[src/shared/sss_regs.svh]
// Register map, field positions, reset values and timing of the stop sequencer
`ifndef SSS_REGS_SVH
`define SSS_REGS_SVH
// Byte offsets on the register bus
`define SSS_CTRL_OFS     8'h00
`define SSS_STOPT_OFS    8'h04
`define SSS_DELAY_OFS    8'h08
`define SSS_TOL_OFS      8'h0c
`define SSS_STAT_OFS     8'h10
`define SSS_ERR_OFS      8'h14
// Status field positions
`define SSS_STAT_ST_LSB  0
`define SSS_STAT_RST_BIT 8
`define SSS_STAT_B15_BIT 15
`define SSS_STAT_ERR_BIT 16
// Error flag positions
`define SSS_ERR_TIME     0
`define SSS_ERR_RAMP     1
`define SSS_ERR_EXT      2
`define SSS_ERR_REFUSE   3
// Reset values
`define SSS_CTRL_RST     8'h00
`define SSS_STOPT_RST    16'h03e8
`define SSS_DELAY_RST    16'h0064
`define SSS_TOL_RST      16'h0010
// Timing: clock period and timer tick, in ns
`define SSS_CLK_NS       50
`define SSS_TICK_NS      1000000
`endif

[src/shared/sss_pkg.sv]
// Types shared by the stop sequencer modules
package sss_pkg;
    // Sequencer states, one-hot
    typedef enum logic [4:0] {
        ST_IDLE = 5'h01,
        ST_TSC  = 5'h02,
        ST_CUT  = 5'h04,
        ST_TSH  = 5'h08,
        ST_HOLD = 5'h10
    } sss_state_e;
    // Synchronised request and status pins
    typedef struct packed {
        logic estop;
        logic tsc;
        logic tsh;
        logic err;
        logic mute;
        logic inv_still;
        logic ramp_exc;
    } sss_pins_s;
    // Control register layout, bit 7 down to bit 0
    typedef struct packed {
        logic bus_tsh;
        logic bus_tsc;
        logic bus_estop;
        logic special_op;
        logic ramp_en;
        logic enc_present;
        logic mode;
        logic estop_timed;
    } sss_ctrl_s;
endpackage : sss_pkg

[src/verilog/sss_seq.sv]
// Safety stop sequencer with AXI4-Lite register slave
// Function
// - Emergency stop overrides every other state, mode and stop function.
// - Emergency stop selects immediate torque cutoff or timed stop by config.
// - Muted emergency stop source has no effect.
// - Timed stop requested by bus, safe input, error stop or emergency stop.
// - Mode 0 cuts torque at stop time; mode 1 cuts at standstill.
// - Mode 0 cuts at stop time whether or not at standstill.
// - Mode 1 starts delay timer at standstill, cuts when it expires.
// - Mode 1 cuts at stop time if delay would run past it.
// - Standstill while measured speed is below tolerance window.
// - Speed from encoder if present, else inverter standstill status.
// - After stop time or standstill, power for rotating field is cut.
// - No standstill at stop time raises error, error stop and cutoff.
// - Enabled ramp monitoring exceeded raises error and error stop.
// - Withdrawing the request does not abort a running error stop.
// - Restart only after full stop time, unless special operation.
// - Deceleration ramp monitoring is configurable for the timed stop.
// - Timed hold stop checks standstill within stop time, then hold or cut.
// - Held stop keeps torque and control active at reached position.
// - Timed hold stop refused without a configured encoder.
// - Torque cutoff clears bit 15 of the drive status word.
//
// Added by the designer: the AXI4-Lite slave port and the register addresses.
`timescale 1ns/1ps
`include "sss_regs.svh"
module sss_seq #(
    parameter int TICK_CYCLES = `SSS_TICK_NS / `SSS_CLK_NS
) (
    // Clock, reset, enable
    input  wire logic        aclk,
    input  wire logic        aresetn,
    input  wire logic        ce,
    // AXI4-Lite write address and data
    input  wire logic [7:0]  s_axi_awaddr,
    input  wire logic        s_axi_awvalid,
    output logic             s_axi_awready,
    input  wire logic [31:0] s_axi_wdata,
    input  wire logic [3:0]  s_axi_wstrb,
    input  wire logic        s_axi_wvalid,
    output logic             s_axi_wready,
    // AXI4-Lite write response
    output logic [1:0]       s_axi_bresp,
    output logic             s_axi_bvalid,
    input  wire logic        s_axi_bready,
    // AXI4-Lite read
    input  wire logic [7:0]  s_axi_araddr,
    input  wire logic        s_axi_arvalid,
    output logic             s_axi_arready,
    output logic [31:0]      s_axi_rdata,
    output logic [1:0]       s_axi_rresp,
    output logic             s_axi_rvalid,
    input  wire logic        s_axi_rready,
    // Asynchronous request and status pins
    input  wire logic        estop_in,
    input  wire logic        tsc_in,
    input  wire logic        tsh_in,
    input  wire logic        err_stop_in,
    input  wire logic        estop_mute,
    input  wire logic        inv_standstill,
    input  wire logic        ramp_exceeded,
    // Encoder speed magnitude, same clock
    input  wire logic [15:0] enc_speed,
    // Drive outputs
    output logic             torque_en,
    output logic             hold_active,
    output logic             stat_b15,
    output logic             err_msg,
    output logic             restart_ok
);
    ////////////////////////////////////////////////////////////////////////
    // Declarations
    sss_pkg::sss_pins_s  pin_s;
    sss_pkg::sss_ctrl_s  ctrl_reg;
    sss_pkg::sss_state_e state_reg;
    sss_pkg::sss_state_e state_next;
    logic [15:0] stopt_reg;
    logic [15:0] delay_reg;
    logic [15:0] tol_reg;
    logic [3:0]  err_reg;
    logic [3:0]  err_set;
    logic [3:0]  err_clr;
    logic        err_act_reg;
    logic [14:0] tick_cnt_reg;
    logic        tick_reg;
    logic        still;
    logic        estop_any;
    logic        estop_cut;
    logic        tsc_req;
    logic        tsh_raw;
    logic        tsh_req;
    logic        any_req;
    logic        stop_done;
    logic        dly_done;
    logic        stop_start;
    logic        dly_start;
    logic        leave_ok;
    logic [7:0]  awaddr_reg;
    logic [31:0] wdata_reg;
    logic [3:0]  wstrb_reg;
    logic        wr_go;
    logic [31:0] rd_word;
    logic        rd_hit;

    ////////////////////////////////////////////////////////////////////////
    // Pin synchronisers
    sss_sync #(
        .W       (7)
    ) u_sync (
        .aclk    (aclk),
        .aresetn (aresetn),
        .ce      (ce),
        .din     ({estop_in, tsc_in, tsh_in, err_stop_in, estop_mute,
                   inv_standstill, ramp_exceeded}),
        .dout    (pin_s)
    );

    ////////////////////////////////////////////////////////////////////////
    // Timer tick from the device clock
    always_ff @(posedge aclk) begin
        if (!aresetn) begin
            tick_cnt_reg <= 15'h0000;
            tick_reg     <= 1'b0;
        end else if (ce) begin
            tick_reg <= (tick_cnt_reg == 15'(TICK_CYCLES - 1));
            if (tick_cnt_reg == 15'(TICK_CYCLES - 1))
                tick_cnt_reg <= 15'h0000;
            else
                tick_cnt_reg <= tick_cnt_reg + 15'h0001;
        end
    end

    ////////////////////////////////////////////////////////////////////////
    // Standstill and request decode
    always_comb begin
        if (ctrl_reg.enc_present)
            still = (enc_speed < tol_reg);
        else
            still = pin_s.inv_still;
        estop_any = (pin_s.estop | ctrl_reg.bus_estop) & ~pin_s.mute;
        estop_cut = estop_any & ~ctrl_reg.estop_timed;
        tsc_req   = ctrl_reg.bus_tsc | pin_s.tsc | err_act_reg
                  | (estop_any & ctrl_reg.estop_timed);
        tsh_raw   = ctrl_reg.bus_tsh | pin_s.tsh;
        tsh_req   = tsh_raw & ctrl_reg.enc_present;
        any_req   = estop_any | tsc_req | tsh_raw | pin_s.err;
        leave_ok  = !any_req && (restart_ok || ctrl_reg.special_op);
    end

    ////////////////////////////////////////////////////////////////////////
    // Stop and delay timers
    assign stop_start = (state_reg == sss_pkg::ST_IDLE);
    assign dly_start  = !(state_reg == sss_pkg::ST_TSC && ctrl_reg.mode
                          && still);

    sss_timer u_stop_tmr (
        .aclk    (aclk),
        .aresetn (aresetn),
        .ce      (ce),
        .start   (stop_start),
        .run     (1'b1),
        .tick    (tick_reg),
        .limit   (stopt_reg),
        .done    (stop_done)
    );

    sss_timer u_dly_tmr (
        .aclk    (aclk),
        .aresetn (aresetn),
        .ce      (ce),
        .start   (dly_start),
        .run     (1'b1),
        .tick    (tick_reg),
        .limit   (delay_reg),
        .done    (dly_done)
    );

    ////////////////////////////////////////////////////////////////////////
    // Error events
    always_comb begin
        err_set = 4'h0;
        err_set[`SSS_ERR_TIME] = stop_done && !still
            && (state_reg == sss_pkg::ST_TSC
                || state_reg == sss_pkg::ST_TSH);
        err_set[`SSS_ERR_RAMP] = ctrl_reg.ramp_en && pin_s.ramp_exc
            && (state_reg == sss_pkg::ST_TSC
                || state_reg == sss_pkg::ST_TSH);
        err_set[`SSS_ERR_EXT] = pin_s.err;
        err_set[`SSS_ERR_REFUSE] = tsh_raw && !ctrl_reg.enc_present;
        err_clr = 4'h0;
        if (wr_go && awaddr_reg == `SSS_ERR_OFS && wstrb_reg[0])
            err_clr = wdata_reg[3:0];
    end

    // Sticky flags, write one to clear, a new event wins
    always_ff @(posedge aclk) begin
        if (!aresetn)
            err_reg <= 4'h0;
        else if (ce)
            err_reg <= (err_reg & ~err_clr) | err_set;
    end

    // Error stop in progress, held until the cutoff is reached
    always_ff @(posedge aclk) begin
        if (!aresetn)
            err_act_reg <= 1'b0;
        else if (ce) begin
            if (|err_set[2:0])
                err_act_reg <= 1'b1;
            else if (state_reg == sss_pkg::ST_CUT && !pin_s.err)
                err_act_reg <= 1'b0;
        end
    end

    ////////////////////////////////////////////////////////////////////////
    // Sequencer next state
    always_comb begin
        state_next = state_reg;
        unique case (state_reg)
            sss_pkg::ST_IDLE: begin
                if (estop_cut)
                    state_next = sss_pkg::ST_CUT;
                else if (tsc_req)
                    state_next = sss_pkg::ST_TSC;
                else if (tsh_req)
                    state_next = sss_pkg::ST_TSH;
            end
            sss_pkg::ST_TSC: begin
                if (estop_cut)
                    state_next = sss_pkg::ST_CUT;
                else if (stop_done)
                    state_next = sss_pkg::ST_CUT;
                else if (ctrl_reg.mode && dly_done)
                    state_next = sss_pkg::ST_CUT;
            end
            sss_pkg::ST_TSH: begin
                if (estop_cut || (stop_done && !still))
                    state_next = sss_pkg::ST_CUT;
                else if (tsc_req)
                    state_next = sss_pkg::ST_TSC;
                else if (still)
                    state_next = sss_pkg::ST_HOLD;
            end
            sss_pkg::ST_HOLD: begin
                if (estop_cut)
                    state_next = sss_pkg::ST_CUT;
                else if (tsc_req)
                    state_next = sss_pkg::ST_TSC;
                else if (leave_ok)
                    state_next = sss_pkg::ST_IDLE;
            end
            sss_pkg::ST_CUT: begin
                if (leave_ok && !err_act_reg)
                    state_next = sss_pkg::ST_IDLE;
            end
            default: state_next = sss_pkg::ST_IDLE;
        endcase
    end

    // State register
    always_ff @(posedge aclk) begin
        if (!aresetn)
            state_reg <= sss_pkg::ST_IDLE;
        else if (ce)
            state_reg <= state_next;
    end

    // Drive outputs follow the next state so they align with it
    always_ff @(posedge aclk) begin
        if (!aresetn) begin
            torque_en   <= 1'b1;
            hold_active <= 1'b0;
            stat_b15    <= 1'b1;
            err_msg     <= 1'b0;
        end else if (ce) begin
            torque_en   <= (state_next != sss_pkg::ST_CUT);
            hold_active <= (state_next == sss_pkg::ST_HOLD);
            stat_b15    <= (state_next != sss_pkg::ST_CUT);
            err_msg     <= |((err_reg & ~err_clr) | err_set);
        end
    end

    // Restart permission once the full stop time has run
    always_ff @(posedge aclk) begin
        if (!aresetn)
            restart_ok <= 1'b0;
        else if (ce) begin
            if (stop_start)
                restart_ok <= 1'b0;
            else if (stop_done)
                restart_ok <= 1'b1;
        end
    end

    ////////////////////////////////////////////////////////////////////////
    // AXI4-Lite write channel
    assign wr_go = !s_axi_awready && !s_axi_wready && !s_axi_bvalid;

    always_ff @(posedge aclk) begin
        if (!aresetn) begin
            s_axi_awready <= 1'b1;
            s_axi_wready  <= 1'b1;
            s_axi_bvalid  <= 1'b0;
            s_axi_bresp   <= 2'h0;
            awaddr_reg    <= 8'h00;
            wdata_reg     <= 32'h0000_0000;
            wstrb_reg     <= 4'h0;
        end else if (ce) begin
            if (s_axi_awvalid && s_axi_awready) begin
                awaddr_reg    <= s_axi_awaddr;
                s_axi_awready <= 1'b0;
            end
            if (s_axi_wvalid && s_axi_wready) begin
                wdata_reg    <= s_axi_wdata;
                wstrb_reg    <= s_axi_wstrb;
                s_axi_wready <= 1'b0;
            end
            if (wr_go) begin
                s_axi_bvalid <= 1'b1;
                unique case (awaddr_reg)
                    `SSS_CTRL_OFS, `SSS_STOPT_OFS, `SSS_DELAY_OFS,
                    `SSS_TOL_OFS, `SSS_STAT_OFS, `SSS_ERR_OFS:
                        s_axi_bresp <= 2'h0;
                    default: s_axi_bresp <= 2'h2;
                endcase
            end
            if (s_axi_bvalid && s_axi_bready) begin
                s_axi_bvalid  <= 1'b0;
                s_axi_awready <= 1'b1;
                s_axi_wready  <= 1'b1;
            end
        end
    end

    // Configuration registers with byte strobes
    always_ff @(posedge aclk) begin
        if (!aresetn) begin
            ctrl_reg  <= `SSS_CTRL_RST;
            stopt_reg <= `SSS_STOPT_RST;
            delay_reg <= `SSS_DELAY_RST;
            tol_reg   <= `SSS_TOL_RST;
        end else if (ce && wr_go) begin
            if (awaddr_reg == `SSS_CTRL_OFS && wstrb_reg[0])
                ctrl_reg <= wdata_reg[7:0];
            if (awaddr_reg == `SSS_STOPT_OFS) begin
                if (wstrb_reg[0]) stopt_reg[7:0]  <= wdata_reg[7:0];
                if (wstrb_reg[1]) stopt_reg[15:8] <= wdata_reg[15:8];
            end
            if (awaddr_reg == `SSS_DELAY_OFS) begin
                if (wstrb_reg[0]) delay_reg[7:0]  <= wdata_reg[7:0];
                if (wstrb_reg[1]) delay_reg[15:8] <= wdata_reg[15:8];
            end
            if (awaddr_reg == `SSS_TOL_OFS) begin
                if (wstrb_reg[0]) tol_reg[7:0]  <= wdata_reg[7:0];
                if (wstrb_reg[1]) tol_reg[15:8] <= wdata_reg[15:8];
            end
        end
    end

    ////////////////////////////////////////////////////////////////////////
    // AXI4-Lite read channel
    always_comb begin
        rd_word = 32'h0000_0000;
        rd_hit  = 1'b1;
        unique case (s_axi_araddr)
            `SSS_CTRL_OFS:  rd_word[7:0]  = ctrl_reg;
            `SSS_STOPT_OFS: rd_word[15:0] = stopt_reg;
            `SSS_DELAY_OFS: rd_word[15:0] = delay_reg;
            `SSS_TOL_OFS:   rd_word[15:0] = tol_reg;
            `SSS_STAT_OFS: begin
                rd_word[`SSS_STAT_ST_LSB +: 5]  = state_reg;
                rd_word[`SSS_STAT_RST_BIT]      = restart_ok;
                rd_word[`SSS_STAT_B15_BIT]      = stat_b15;
                rd_word[`SSS_STAT_ERR_BIT]      = err_act_reg;
            end
            `SSS_ERR_OFS:   rd_word[3:0]  = err_reg;
            default:        rd_hit        = 1'b0;
        endcase
    end

    // Read answer one cycle after the address is taken
    always_ff @(posedge aclk) begin
        if (!aresetn) begin
            s_axi_arready <= 1'b1;
            s_axi_rvalid  <= 1'b0;
            s_axi_rdata   <= 32'h0000_0000;
            s_axi_rresp   <= 2'h0;
        end else if (ce) begin
            if (s_axi_arvalid && s_axi_arready) begin
                s_axi_arready <= 1'b0;
                s_axi_rvalid  <= 1'b1;
                s_axi_rdata   <= rd_word;
                s_axi_rresp   <= rd_hit ? 2'h0 : 2'h2;
            end else if (s_axi_rvalid && s_axi_rready) begin
                s_axi_rvalid  <= 1'b0;
                s_axi_arready <= 1'b1;
            end
        end
    end
endmodule : sss_seq

[src/verilog/sss_sync.sv]
// Two-flop synchroniser for a group of pin inputs
`timescale 1ns/1ps
module sss_sync #(
    parameter int W = 7
) (
    // Clock and control
    input  wire logic         aclk,
    input  wire logic         aresetn,
    input  wire logic         ce,
    // Data
    input  wire logic [W-1:0] din,
    output logic      [W-1:0] dout
);
    logic [W-1:0] meta_reg;

    // First flop feeds only the second
    always_ff @(posedge aclk) begin
        if (!aresetn) begin
            meta_reg <= '0;
            dout     <= '0;
        end else if (ce) begin
            meta_reg <= din;
            dout     <= meta_reg;
        end
    end
endmodule : sss_sync

[src/verilog/sss_timer.sv]
// Tick-counting timer with a level done flag
`timescale 1ns/1ps
module sss_timer (
    // Clock and control
    input  wire logic        aclk,
    input  wire logic        aresetn,
    input  wire logic        ce,
    // Timer control
    input  wire logic        start,
    input  wire logic        run,
    input  wire logic        tick,
    input  wire logic [15:0] limit,
    // Result
    output logic             done
);
    logic [15:0] cnt_reg;

    // Clear on start, count ticks while running, stick at done
    always_ff @(posedge aclk) begin
        if (!aresetn) begin
            cnt_reg <= 16'h0000;
            done    <= 1'b0;
        end else if (ce) begin
            if (start) begin
                cnt_reg <= 16'h0000;
                done    <= 1'b0;
            end else if (run && tick && !done) begin
                cnt_reg <= cnt_reg + 16'h0001;
                if (cnt_reg + 16'h0001 >= limit)
                    done <= 1'b1;
            end
        end
    end
endmodule : sss_timer
[config.mk]
export PLATFORM = sky130hd
export DESIGN_NAME = sss_seq
export DESIGN_NICKNAME = d
export VERILOG_FILES = /design/src/shared/sss_pkg.sv /design/src/verilog/sss_seq.sv /design/src/verilog/sss_sync.sv /design/src/verilog/sss_timer.sv
export VERILOG_INCLUDE_DIRS = /design/src /design/src/shared
export SDC_FILE = /design/constraint.sdc
export NUM_CORES = 1
export LEC_CHECK = 0
export BUFFER_PORTS_ARGS = -buffer_cell sky130_fd_sc_hd__buf_4
export CORE_MARGIN = 1
export CORE_UTILIZATION = 45
export CTS_CLUSTER_SIZE = 20
export DETAILED_ROUTE_END_ITERATION = 12
export PLACE_DENSITY = 0.71
export SLEW_MARGIN = 20
export SYNTH_ARGS = -nofsm -noshare
export SYNTH_HDL_FRONTEND = slang
export SYNTH_SLANG_ARGS = --single-unit
[constraint.sdc]
create_clock -name aclk -period 3.1 [get_ports aclk]
set_input_delay 0.31 -clock aclk [delete_from_list [all_inputs] [get_ports aclk]]
set_output_delay 0.31 -clock aclk [all_outputs]
set_load 0.03 [all_outputs]
-- Word level (Yosys, flattened, before mapping)
Cells that the tools add are included.
- register bits: 186
- latch bits: 0
- RAM bits: 0
- memory bits (read-only): 0
- bits of input ports: 83
- output and inout bits: 46
- word-level logic and storage cells: 206
- memories kept: 0
- $add $sub $neg: 3
- $mul: 0
- divide/modulo/power cells: 0
- order comparisons: 3
- equal/unequal tests: 20
- shifts and indexed selects: 0
- muxes and demuxes: 51
- bitwise operators: 17
- reduce and logical (&&, ||, !) cells: 72
- operators with widths (operator ; number):
    $mux W5 ; 13
    $mux W16 ; 4
    $add A16 B1 Y16 const B ; 2
    $eq A8 B4 Y1 const B ; 4
    $eq A8 B5 Y1 const B ; 4
    $ge A16 B16 Y1 ; 2
    $reduce_and A2 Y1 ; 13
    $pmux W5 S5 ; 1
    $logic_and A1 B1 Y1 ; 24
    $pmux W4 S6 ; 1
    $reduce_and A3 Y1 ; 8
    $mux W1 ; 23
    $pmux W6 S3 ; 1
    $eq A8 B3 Y1 const B ; 2
    $logic_not A8 Y1 ; 2
    $lt A16 B16 Y1 ; 1
    $reduce_bool A2 Y1 ; 8
    $add A15 B1 Y15 const B ; 1
    $eq A15 B15 Y1 const B ; 1
    $mux W15 ; 1
    $pmux W3 S4 ; 1
    $reduce_or A6 Y1 ; 2
    $eq A5 B5 Y1 const B ; 2
    $logic_not A1 Y1 ; 10
    other kinds (19) ; 35

-- Depth between registers and ports, before layout
Gate-level depths: netlist of run 1.
- depth after elaboration: 14
- depth in mapped cells: 13
- depth with buffers taken out: 13

-- Hierarchy
A second synthesis of run 1 with hierarchy kept.
- cells, all modules: 1181
- area, all modules: 10060.9 um^2
- by module, submodules not included (module ; times used ; cells each ; area each (um^2) ; sequential area each (um^2)):
    sss_seq ; 1 ; 764 ; 6525.0 ; 2722.6
    sss_timer ; 2 ; 186 ; 1496.4 ; 340.3
    sss_sync ; 1 ; 45 ; 543.0 ; 280.3

-- Worst setup path after synthesis of run 1
Ideal clock, no wire load.
- kind: register to register
- start: register u_dly_tmr.cnt_reg[0]
- end: register u_dly_tmr.done
- setup time: 0.128 ns
- arrival time: 2.452 ns
- data required time: 2.972 ns
- slack: 0.520 ns
- stages on the path, launching flop included: 14
- buffers on the path: 0
- period minus slack after synthesis: 2.580 ns
- cells stage by stage: dfxtp_1 > ha_1 > and3_1 > nand3_1 > nor2b_1 > nand3_1 > xnor2_1 > ha_1 > a21o_1 > a21o_1 > a21oi_1 > nor2_1 > nor2_1 > a31oi_1
- longest elaborated chain between the ends: 4
- RTL lines (what ; RTL line ; text):
    start, declared ; sss_timer.sv:16 ; logic [15:0] cnt_reg;
    start signal, assigned ; sss_timer.sv:28 ; cnt_reg <= cnt_reg + 16'h0001;
    $add A16 B1 Y16 ; sss_timer.sv:29 ; if (cnt_reg + 16'h0001 >= limit)
    $ge A16 B16 Y1 ; sss_timer.sv:29 ;
    $ne A2 B1 Y1 (no line) ; -- ;
    $reduce_and A3 Y1 (no line) ; -- ;
    end signal, assigned ; sss_timer.sv:22 ; done <= 1'b0;
    end signal, assigned ; sss_timer.sv:26 ; done <= 1'b0;
    end signal, assigned ; sss_timer.sv:30 ; done <= 1'b1;
    end, declared ; sss_timer.sv:14 ; output logic done
No other way between the ends.
A chain may end at the register's enable or synchronous reset.

-- Worst setup path in the final report of run 1
Same ends and word-level chain as after synthesis.

==> summary.md, run 1 <==
| Metric | Value |
|---|---|
| Total grt overflow | `0` |
| CORE AREA | `0.0213 mm2` |
| Fin crit share | `89.0%` |
| Hold WS | `0.126 ns` |
| Die Wd | `150 um` |
| Via count | `8242` |
| Clock latency on the worst-skew pair | `0.44 ns` |
| CP Max Fanout | `5` |
| PortBufs | `93` |
| Design area | `0.0114 mm2` |
| Skew final | `0.0103 ns` |
| First-pass GRT wire length | `38300 um` |
| Post-synth ARST share | `0%` |
| PwrDens | `460 mW/mm2` |
| Met3 Use GR | `4.06%` |
| Num CTS Buffers | `17` |
| Die ar. | `0.0225 mm2` |
| Total GRT Usage | `21.9%` |
| Post-Route WL | `24200 um` |
| GR peak layer | `met2` |
| VDD IR max | `0.000382 V` |
| Syn Inst Count | `1141` |
| Clock transition at path regs | `0.08 ns` |
| Number of synthesis warnings | `0` |
| Largest area contributor in the synthesized netlist | `dfxtp_1` |
| Crit path kind | `flop to flop` |
| Run status | `completed` |
| Most common cell in the synthesized netlist | `dfxtp_1` |
| Crit end category | `flop` |
| WP buf/inv | `0` |
| Initial antenna violation count | `0` |
| Post-CTS resize count | `0` |
| Pre-antenna DRT Iters | `5` |
| DP HPWL | `17800 um` |
| Met1 usage | `29.9%` |
| Worst path cell trace | `ha_1 -> and3_1 -> nand3_1 -> nor2b_1 -> nand3_1 -> xnor2_1 -> ha_1 -> a21o_1 -> a21o_1 -> a21oi_1 -> nor2_1 -> nor2_1 -> a31oi_1` |
| Cell type of the slowest stage on the worst timing path | `dfxtp_1` |
| Layout Nets | `1354` |
| Mean post-synth cell area | `8.65 um2` |
| Largest net degree at the start of global routing | `91` |
| Clock root buffer | `clkbuf_16` |
| Yosys top cell area share | `37.3%` |
| Top_reg_cell synth | `dfxtp_1` |
| H-tree levels | `4` |
| Post-route ant nets | `0` |
| CTS max path bufs | `2` |
| # hold bufs at CTS | `0` |
| Grt met2 use | `35.0%` |
| Post-synth cell types | `65` |
| Area Growth Syn to Fin | `15.7%` |
| GPL Wtd Cong | `0.891` |
| Startpoint types | `flop` |
| Vias in the first global route | `7472` |
| Hold Path Class | `input pin to flop` |
| Rows | `53` |
| Final Non-Filler Cells | `1509` |
| Postcts setup bufs | `0` |
| DRT iter0 DRCs | `561` |
| Max FFs per register | `17` |
| DR WL/cell | `16.0 um` |
| Clock tree sinks | `184` |
| Pins Over Slew Limit | `0` |
| Setup TNS Final | `0 ns` |
| Slew margin rel. | `43.0%` |
| F_max | `363 MHz` |
| Hold Fails Final Rpt | `0` |
| Post-synth top cells | `dfxtp_1 (184), nand2_1 (111), nor2b_1 (87), mux2i_1 (82), nor2_1 (69)` |
| CP top delay family | `simple AND/OR/NAND/NOR gates` |
| Initial Util | `46.4%` |
| Setup ws final | `0.342 ns` |
| Antenna cells | `0` |
| Die height | `150 um` |
| Mapped Area | `0.00987 mm2` |
| RSZ-0062 raised after global routing | `false` |
| Post-layout min period | `2.76 ns` |
| Ports | `129` |
| Placed Cells | `1477` |
| Number of flops mapped to enable cells by yosys | `0` |
| DRC | `0` |
| Worst-margin pin slew | `0.848 ns` |
| Synth area leaders | `dfxtp_1 (37%), mux2i_1 (8.3%), ha_1 (6.3%), nor2b_1 (5.5%), nand2_1 (4.2%)` |
| Flops & latches, synth | `184` |
| Placed instance area | `0.0108 mm2` |
| Fraction of layout cells with a size suffix above 1 | `13.5%` |
| Critical Path AT | `3.07 ns` |
| Critical Path RT | `3.41 ns` |
| Max cap viols | `0` |
| Reg with most FFs | `s_axi_rdata` |
| CTS tree | `built` |
| Vias/cell | `5.46` |
| Sequential share of the synthesized area | `37.3%` |
| P_leak | `0.00455 uW` |
| Dpl ws | `0.364 ns` |
| # setup viols final | `0` |
| Slowest cell delay on critical path | `0.41 ns` |
## worst paths after layout
| check | slack (ns) | cells past startpoint | end | start |
|---|---|---|---|---|
| max reg2reg | 0.34 | 13 | u_dly_tmr.done | u_dly_tmr.cnt_reg[0] |
| max | 0.34 | 13 | u_dly_tmr.done | u_dly_tmr.cnt_reg[0] |
| min | 0.13 | 3 | wdata_reg[4] | s_axi_wdata[4] |
| min reg2reg | 0.46 | 1 | hold_active | hold_active |
## power by group
group / internal [uW] / switching (uW)
sequential: 2410 / 60.3
clock: 1340 / 995
combinational: 193 / 255
## worst min-delay path, cell delays in order
cell and delay [ns]:
buf_4 0.11, nand2_1 0.04, a21boi_0 0.06
## layer usage
layer / up-vias / wire [um]
met2: 224 / 11100
met1: 3851 / 11200
met4: 0 / 457
met3: 29 / 1350
met5: - / 0
li1: 4138 / -
## cell families (layout without fill, tap and decap cells)
group / count (synthesis) / in the layout / share of synthesized area [%]
XOR/XNOR: 44 / 44 / 3.90
AND/OR/NAND/NOR: 412 / 412 / 21.7
buffers and inverters: 133 / 210 / 6.03
adder cells (fa/ha/maj): 50 / 50 / 6.34
other: 1 / 17 / 0.0380
multiplexers: 83 / 83 / 8.54
flip-flops: 184 / 184 / 37.3
AO/OA/AOI/OAI: 234 / 234 / 16.1
## layout make-up
cell class / count / area (um2)
inverter: 62 / 233
clock inverter: 13 / 180
tap: 275 / 344
timing repair buffer: 116 / 871
clock buffer: 19 / 453
multi-input combinational: 840 / 5650
sequential: 184 / 3680
fill: 1982 / 9870
## placed cells by master, fill, tap and decap left out, drive strengths merged, types with 3 or more instances in the layout
master / synthesis / routed
o21ai: 61 / 61
nor2b: 87 / 87
nor3b: 8 / 8
a31oi: 16 / 16
or2: 3 / 3
and2: 9 / 9
inv: 62 / 69
nor2: 72 / 72
ha: 50 / 50
o2bb2ai: 4 / 4
a221oi: 17 / 17
xor2: 18 / 18
nand3: 30 / 30
o211ai: 15 / 15
bufinv: 0 / 3
a22oi: 4 / 4
or3: 12 / 12
nand2b: 8 / 8
conb: 1 / 17
nor3: 19 / 19
a21oi: 38 / 38
nor4b: 3 / 3
a21boi: 30 / 30
buf: 26 / 116
nand2: 111 / 111
a31o: 3 / 3
o221ai: 6 / 6
dfxtp: 184 / 184
and4: 6 / 6
xnor2: 26 / 26
and3: 12 / 12
nor4: 10 / 10
mux2i: 82 / 82
clkbuf: 45 / 19
a21o: 16 / 16
nand3b: 3 / 3
nand4: 17 / 17
## per-stage QoR
stage	total power (uW)	util, %
3_5_place_dp	2980	50.7
6_report	5260	53.6
5_1_grt	5440	53.6
2_1_floorplan	2820	-
4_1_cts	5290	53.6
3_3_place_gp	2970	50.7
Power figures use the tool's default switching activity.
==> run 2, diff against run 1 <==
CORE_UTILIZATION = 50   (was 45)
CTS_CLUSTER_DIAMETER = 150   (was not set)
PLACE_DENSITY = 0.76   (was 0.71)
SYNTH_HIERARCHICAL = 1   (was not set)
==> summary.md, run 2 <==
| Metric | Value |
|---|---|
| Run status | `completed (unchanged)` |
| Post-Route WL | `26500 um (was 24200 um)` |
| Area Growth Syn to Fin | `13.5% (was 15.7%)` |
| Clock latency on the worst-skew pair | `0.43 ns (was 0.44 ns)` |
| First-pass GRT wire length | `42500 um (was 38300 um)` |
| Rows | `51 (was 53)` |
| Vias in the first global route | `8333 (was 7472)` |
| Initial antenna violation count | `0 (unchanged)` |
| Post-synth ARST share | `0% (unchanged)` |
| Clock root buffer | `clkbuf_16 (unchanged)` |
| Most frequent cells in the layout | `dfxtp_1 (184), nand2_1 (157), buf_4 (109) (was dfxtp_1 (184), buf_4 (116), nand2_1 (111))` |
| DR WL/cell | `17.4 um (was 16.0 um)` |
| Met1 usage | `34.5% (was 29.9%)` |
| Met3 Use GR | `4.73% (was 4.06%)` |
| Critical Path AT | `3.33 ns (was 3.07 ns)` |
| Xor/xnor share of the synthesized area | `3.57% (was 3.90%)` |
| Number of flops mapped to enable cells by yosys | `0 (unchanged)` |
| P_leak | `0.00460 uW (was 0.00455 uW)` |
| R2r startpoint | `tol_reg[15] (was u_dly_tmr.cnt_reg[0])` |
| Crit path kind | `flop to flop (unchanged)` |
| Post-layout min period | `2.98 ns (was 2.76 ns)` |
| Die Wd | `144 um (was 150 um)` |
| Sequential share of the synthesized area | `36.6% (was 37.3%)` |
| Dpl ws | `0.165 ns (was 0.364 ns)` |
| Fin crit share | `96.2% (was 89.0%)` |
| PortBufs | `93 (unchanged)` |
| Reg with most FFs | `s_axi_rdata (unchanged)` |
| # setup viols final | `0 (unchanged)` |
| Num CTS Buffers | `17 (unchanged)` |
| GR peak layer | `met2 (unchanged)` |
| Pre-antenna DRT Iters | `5 (unchanged)` |
| Critical Path RT | `3.44 ns (was 3.41 ns)` |
| DRT iter0 DRCs | `754 (was 561)` |
| Setup ws final | `0.117 ns (was 0.342 ns)` |
| Post-synth top cells | `dfxtp_1 (184), nand2_1 (157), nor2_1 (99), a21oi_1 (85), inv_1 (70) (was dfxtp_1 (184), nand2_1 (111), nor2b_1 (87), mux2i_1 (82), nor2_1 (69))` |
| GPL Wtd Cong | `0.919 (was 0.891)` |
| Postcts setup bufs | `0 (unchanged)` |
| Post-synthesis simple-gate area fraction | `22.3% (was 21.7%)` |
| Antenna cells | `0 (unchanged)` |
| CORE AREA | `0.0196 mm2 (was 0.0213 mm2)` |
| Number of synthesis warnings | `6 (was 0)` |
| Hold Path Class | `input pin to flop (unchanged)` |
| Slew margin rel. | `36.7% (was 43.0%)` |
| RSZ-0062 raised after global routing | `false (unchanged)` |
| Multiplexer share of the synthesized area | `8.61% (was 8.54%)` |
| Ports | `129 (unchanged)` |
| Die height | `144 um (was 150 um)` |
| Largest family of logic cells by synthesized area | `simple AND/OR/NAND/NOR gates (unchanged)` |
| Post-route ant nets | `0 (unchanged)` |
| Fraction of layout cells with a size suffix above 1 | `15.1% (was 13.5%)` |
| DRC | `0 (unchanged)` |
| Clock transition at path regs | `0.07 ns (was 0.08 ns)` |
| CTS max path bufs | `2 (unchanged)` |
| CTS tree | `built (unchanged)` |
| Max FFs per register | `17 (unchanged)` |
| VDD IR max | `0.000427 V (was 0.000382 V)` |
| Pins Over Slew Limit | `0 (unchanged)` |
| Total GRT Usage | `26.5% (was 21.9%)` |
| Startpoint types | `flop (unchanged)` |
| Largest net degree at the start of global routing | `65 (was 91)` |
| Commonest non-fill, non-tap cell in the layout | `dfxtp_1 (unchanged)` |
| Syn Inst Count | `1181 (was 1141)` |
| Grt met2 use | `44.0% (was 35.0%)` |
| Yosys top cell area share | `36.6% (was 37.3%)` |
| Hold WS | `0.107 ns (was 0.126 ns)` |
| Post-synthesis compound-gate area fraction | `15.5% (was 16.1%)` |
| Adder-cell area share of the yosys netlist | `6.22% (was 6.34%)` |
| Crit end category | `flop (unchanged)` |
| Post-synth cell types | `78 (was 65)` |
| Hold Fails Final Rpt | `0 (unchanged)` |
| DP HPWL | `19300 um (was 17800 um)` |
| Mean post-synth cell area | `8.52 um2 (was 8.65 um2)` |
| Worst-margin pin slew | `0.950 ns (was 0.848 ns)` |
| Design area | `0.0114 mm2 (about the same)` |
| H-tree levels | `4 (unchanged)` |
| Post-CTS resize count | `0 (unchanged)` |
| Layout Utilization | `58.3% (was 53.6%)` |
| PwrDens | `437 mW/mm2 (was 460 mW/mm2)` |
| # hold bufs at CTS | `0 (unchanged)` |
| Skew final | `0.00775 ns (was 0.0103 ns)` |
| CP Max Fanout | `5 (unchanged)` |
| Top_reg_cell synth | `dfxtp_1 (unchanged)` |
| Most common cell in the synthesized netlist | `dfxtp_1 (unchanged)` |
| Flops & latches, synth | `184 (unchanged)` |
| Min-delay src | `s_axi_awaddr[7] (was s_axi_wdata[4])` |
| Die ar. | `0.0207 mm2 (was 0.0225 mm2)` |
| Initial Util | `51.4% (was 46.4%)` |
| Largest area contributor in the synthesized netlist | `dfxtp_1 (unchanged)` |
| Crit path from | `tol_reg[15] (was u_dly_tmr.cnt_reg[0])` |
| Clock tree sinks | `184 (unchanged)` |
| Synth area leaders | `dfxtp_1 (37%), mux2i_1 (6.4%), ha_1 (6.2%), nand2_1 (5.9%), a21oi_1 (4.2%) (was dfxtp_1 (37%), mux2i_1 (8.3%), ha_1 (6.3%), nor2b_1 (5.5%), nand2_1 (4.2%))` |
| Max cap viols | `0 (unchanged)` |
| Via count | `8883 (was 8242)` |
| Setup TNS Final | `0 ns (unchanged)` |
| Mapped Area | `0.0101 mm2 (was 0.00987 mm2)` |
| Vias/cell | `5.82 (was 5.46)` |
| F_max | `335 MHz (was 363 MHz)` |
| Placed instance area | `0.0108 mm2 (about the same)` |
| Total grt overflow | `0 (unchanged)` |
| Layout Nets | `1383 (was 1354)` |
-- run 2: final timing paths --
| kind | depth (start not counted) | endpoint | slack (ns) |
|---|---|---|---|
| max | 11 | u_dly_tmr/cnt_reg[13] | 0.12 |
| min | 3 | awaddr_reg[7] | 0.11 |
| max reg2reg | 11 | u_dly_tmr/cnt_reg[13] | 0.12 |
| min reg2reg | 2 | s_axi_rdata[5] | 0.46 |
-- run 2: metrics by stage --
step	cells	power (uW)
global route	1527	5150
detailed placement	1496	2930
global placement	1496	2920
finish	1527	4990
floorplan	1200	2780
CTS	1527	5000
-- run 2: logic make-up after synthesis --
group                    after synthesis
buffers and inverters                150
multiplexers                          79
AO/OA/AOI/OAI                        242
XOR/XNOR                              41
other                                  2
flip-flops                           184
AND/OR/NAND/NOR                      433
adder cells (fa/ha/maj)               50
-- run 2: metal layers --
metal	up-vias	part of all wire (%)	wire [um]
met5	-	0	0
li1	4259	-	-
met3	49	6.4	1690
met2	332	47	12600
met4	0	2.3	612
met1	4243	44	11600
-- run 2: cell type report --
cell class                 count  area (um2)
clock buffer                  19         443
clock inverter                12         119
fill                        1799        8170
inverter                      71         267
multi-input combinational    866        5730
sequential                   184        3680
tap                          265         332
timing repair buffer         110         838
-- run 2: report_power, final --
part	leakage (uW)	total [uW]	internal, uW	switching (uW)
clock	0.000260	2110	1140	970
sequential	0.00149	2450	2410	49.5
combinational	0.00285	426	166	260
total	0.00460	4990	3710	1280
-- run 2: worst max-delay path: stages (launching register included) --
cell	delay, ns
dfxtp_1	0.38
inv_1	0.06
ha_1	0.30
nand4_1	0.25
nor3_1	0.10
a32oi_1	0.35
a21oi_1	0.16
nand3b_1	0.25
nand2b_2	0.29
or3_4	0.40
a211o_1	0.28
o221ai_1	0.07
==> run 3, diff against run 2 <==
CELL_PAD_IN_SITES_DETAIL_PLACEMENT = 1   (was not set)
CELL_PAD_IN_SITES_GLOBAL_PLACEMENT = 1   (was not set)
CORE_UTILIZATION = 44   (was 50)
PLACE_DENSITY = 0.86   (was 0.76)
==> summary.md, run 3 (synthesis results as in run 2) <==
| Metric | Value |
|---|---|
| Placed Cells | `1508 (was 1496)` |
| Largest net degree at the start of global routing | `41 (was 65)` |
| CP Max Fanout | `4 (was 5)` |
| Rows | `54 (was 51)` |
| Crit path from | `tol_reg[6] (was tol_reg[15])` |
| R2r startpoint | `tol_reg[6] (was tol_reg[15])` |
| Met3 wire length | `1500 um (was 1690 um)` |
| DRC | `0 (unchanged)` |
| Hold Fails Final Rpt | `0 (unchanged)` |
| Die ar. | `0.0235 mm2 (was 0.0207 mm2)` |
| Vias in the first global route | `9369 (was 8333)` |
| First-pass GRT wire length | `49200 um (was 42500 um)` |
| Area of the multi-input gates | `0.00574 mm2 (was 0.00573 mm2)` |
| PwrDens | `446 mW/mm2 (was 437 mW/mm2)` |
| Clock root buffer | `clkbuf_16 (unchanged)` |
| Fraction of layout cells with a size suffix above 1 | `15.1% (about the same)` |
| Startpoint types | `flop (unchanged)` |
| Slew margin rel. | `40.6% (was 36.7%)` |
| Pre-antenna DRT Iters | `5 (unchanged)` |
| Placed instance area | `0.0108 mm2 (about the same)` |
| DRT iter0 DRCs | `615 (was 754)` |
| Initial Util | `45.5% (was 51.4%)` |
| Max cap viols | `0 (unchanged)` |
| CORE AREA | `0.0221 mm2 (was 0.0196 mm2)` |
| Pins Over Slew Limit | `0 (unchanged)` |
| Hold Path Class | `input pin to flop (unchanged)` |
| Critical Path AT | `3.30 ns (was 3.33 ns)` |
| Commonest non-fill, non-tap cell in the layout | `dfxtp_1 (unchanged)` |
| Critical Path RT | `3.47 ns (was 3.44 ns)` |
| P_leak | `0.00463 uW (was 0.00460 uW)` |
| Antenna cells | `0 (unchanged)` |
| DP HPWL | `22600 um (was 19300 um)` |
| Design area | `0.0115 mm2 (was 0.0114 mm2)` |
| Via count | `9097 (was 8883)` |
| Crit path kind | `flop to flop (unchanged)` |
| Layout Nets | `1382 (was 1383)` |
| Uppermost layer routed | `met4 (unchanged)` |
| Post-layout min period | `2.93 ns (was 2.98 ns)` |
| Total GRT Usage | `26.7% (was 26.5%)` |
| R2r setup slk | `0.17 ns (was 0.12 ns)` |
| Post-route ant nets | `0 (unchanged)` |
| CTS max path bufs | `2 (unchanged)` |
| Post-Route WL | `31000 um (was 26500 um)` |
| H-tree levels | `4 (unchanged)` |
| Clock latency on the worst-skew pair | `0.45 ns (was 0.43 ns)` |
| Die height | `153 um (was 144 um)` |
| Max FFs per register | `17 (unchanged)` |
| Total grt overflow | `0 (unchanged)` |
| # setup viols final | `0 (unchanged)` |
| Run status | `completed (unchanged)` |
| # hold bufs at CTS | `0 (unchanged)` |
| Clock transition at path regs | `0.08 ns (was 0.07 ns)` |
| Reg with most FFs | `s_axi_rdata (unchanged)` |
| PortBufs | `93 (unchanged)` |
| Ports | `129 (unchanged)` |
| Routed wire length on met2 | `15100 um (was 12600 um)` |
| Vias/cell | `5.90 (was 5.82)` |
| Crit end category | `flop (unchanged)` |
| Cell type of the slowest stage on the worst timing path | `dfxtp_1 (was or3_4)` |
| R2R Path End | `u_dly_tmr/cnt_reg[14] (was u_dly_tmr/cnt_reg[13])` |
| Setup ws final | `0.174 ns (was 0.117 ns)` |
| Final Non-Filler Cells | `1542 (was 1527)` |
| Fin crit share | `94.4% (was 96.2%)` |
| CTS tree | `built (unchanged)` |
| VDD IR max | `0.000327 V (was 0.000427 V)` |
| Die Wd | `153 um (was 144 um)` |
| Tot Pwr | `5120 uW (was 4990 uW)` |
| WL met1 | `13300 um (was 11600 um)` |
| Initial antenna violation count | `0 (unchanged)` |
| GPL Wtd Cong | `0.860 (was 0.919)` |
| Worst Setup EP | `u_dly_tmr/cnt_reg[14] (was u_dly_tmr/cnt_reg[13])` |
| Worst-margin pin slew | `0.888 ns (was 0.950 ns)` |
| FF-to-FF path depth | `11 (unchanged)` |
| Area Growth Syn to Fin | `14.1% (was 13.5%)` |
| Slowest cell delay on critical path | `0.39 ns (was 0.40 ns)` |
| Num CTS Buffers | `17 (unchanged)` |
| Most frequent cells in the layout | `dfxtp_1 (184), nand2_1 (157), buf_4 (107) (was dfxtp_1 (184), nand2_1 (157), buf_4 (109))` |
| FF/Latch Area | `0.00368 mm2 (unchanged)` |
| DR WL/cell | `20.1 um (was 17.4 um)` |
| Clock tree sinks | `184 (unchanged)` |
| Dpl ws | `0.188 ns (was 0.165 ns)` |
| Skew final | `0.0144 ns (was 0.00775 ns)` |
| Fillers | `2586 (was 1799)` |
| Worst path cell trace | `inv_1 -> ha_1 -> a41oi_1 -> o21ai_0 -> a32oi_1 -> a21oi_1 -> nand3b_1 -> nand2b_2 -> or3_4 -> a31o_1 -> a31oi_1 (was inv_1 -> ha_1 -> nand4_1 -> nor3_1 -> a32oi_1 -> a21oi_1 -> nand3b_1 -> nand2b_2 -> or3_4 -> a211o_1 -> o221ai_1)` |
| F_max | `342 MHz (was 335 MHz)` |
[run 3: cell count changes in the layout (fill, tap and decap cells not counted), moves of 2 or more]
cell,previous run,this run
buf_4,109,107
clkinv_8,0,4
clkinvlp_4,5,1
inv_8,1,6
[run 3: power breakdown]
part / switching [uW] / internal (uW) / total [uW]
Combinational: 270 / 165 / 435
Sequential: 54.8 / 2400 / 2460
Clock: 1130 / 1100 / 2220
Total: 1450 / 3660 / 5120
[run 3: area by class of cell]
cell class / count / area share (%)
multi-input combinational: 866 / 50.0
tap: 280 / 3.05
clock inverter: 15 / 1.53
sequential: 184 / 32.1
inverter: 71 / 2.32
timing repair buffer: 109 / 7.35
clock buffer: 17 / 3.71
[run 3: through the flow]
| step | hold WS [ns] | utilization, % | setup TNS (ns) |
|---|---|---|---|
| after floorplan | 0.438 | - | 0 |
| after global placement | 0.448 | 49.1 | 0 |
| after detailed placement | 0.469 | 49.1 | 0 |
| after CTS | 0.0833 | 51.8 | 0 |
| after global routing | 0.0924 | 52.0 | -0.00423 |
| final | 0.0928 | 52.0 | 0 |
[run 3: routing by layer]
layer	vias up	global-route usage, %
li1	4263	-
met1	4507	32.5
met2	261	45.7
met3	66	5.16
met4	0	11.4
met5	-	0
[run 3: worst max-delay path, delay by kind of cell, from the launching register on]
| kind | cells | cell delay, ns |
|---|---|---|
| AO/OA/AOI/OAI | 6 | 1.18 |
| adder cells (fa/ha/maj) | 1 | 0.30 |
| buffers and inverters | 1 | 0.06 |
| flip-flops | 1 | 0.39 |
| AND/OR/NAND/NOR | 3 | 0.94 |
[run 3: worst min-delay path by stage]
stage | startpoint | endpoint | depth (start not counted)
after floorplan | aresetn | u_sync/dout[4] | 1
after global placement | s_axi_rdata[5] | s_axi_rdata[5] | 2
after detailed placement | delay_reg[9] | delay_reg[9] | 2
after CTS | s_axi_awaddr[2] | awaddr_reg[2] | 3
after global routing | s_axi_awaddr[2] | awaddr_reg[2] | 3
final | s_axi_awaddr[0] | awaddr_reg[0] | 3
[run 3: what timing repair did]
item | CTS | global route
buffers inserted | 0 | 2
resized for setup | 0 | 2
endpoints found under the setup margin | 0 | 5
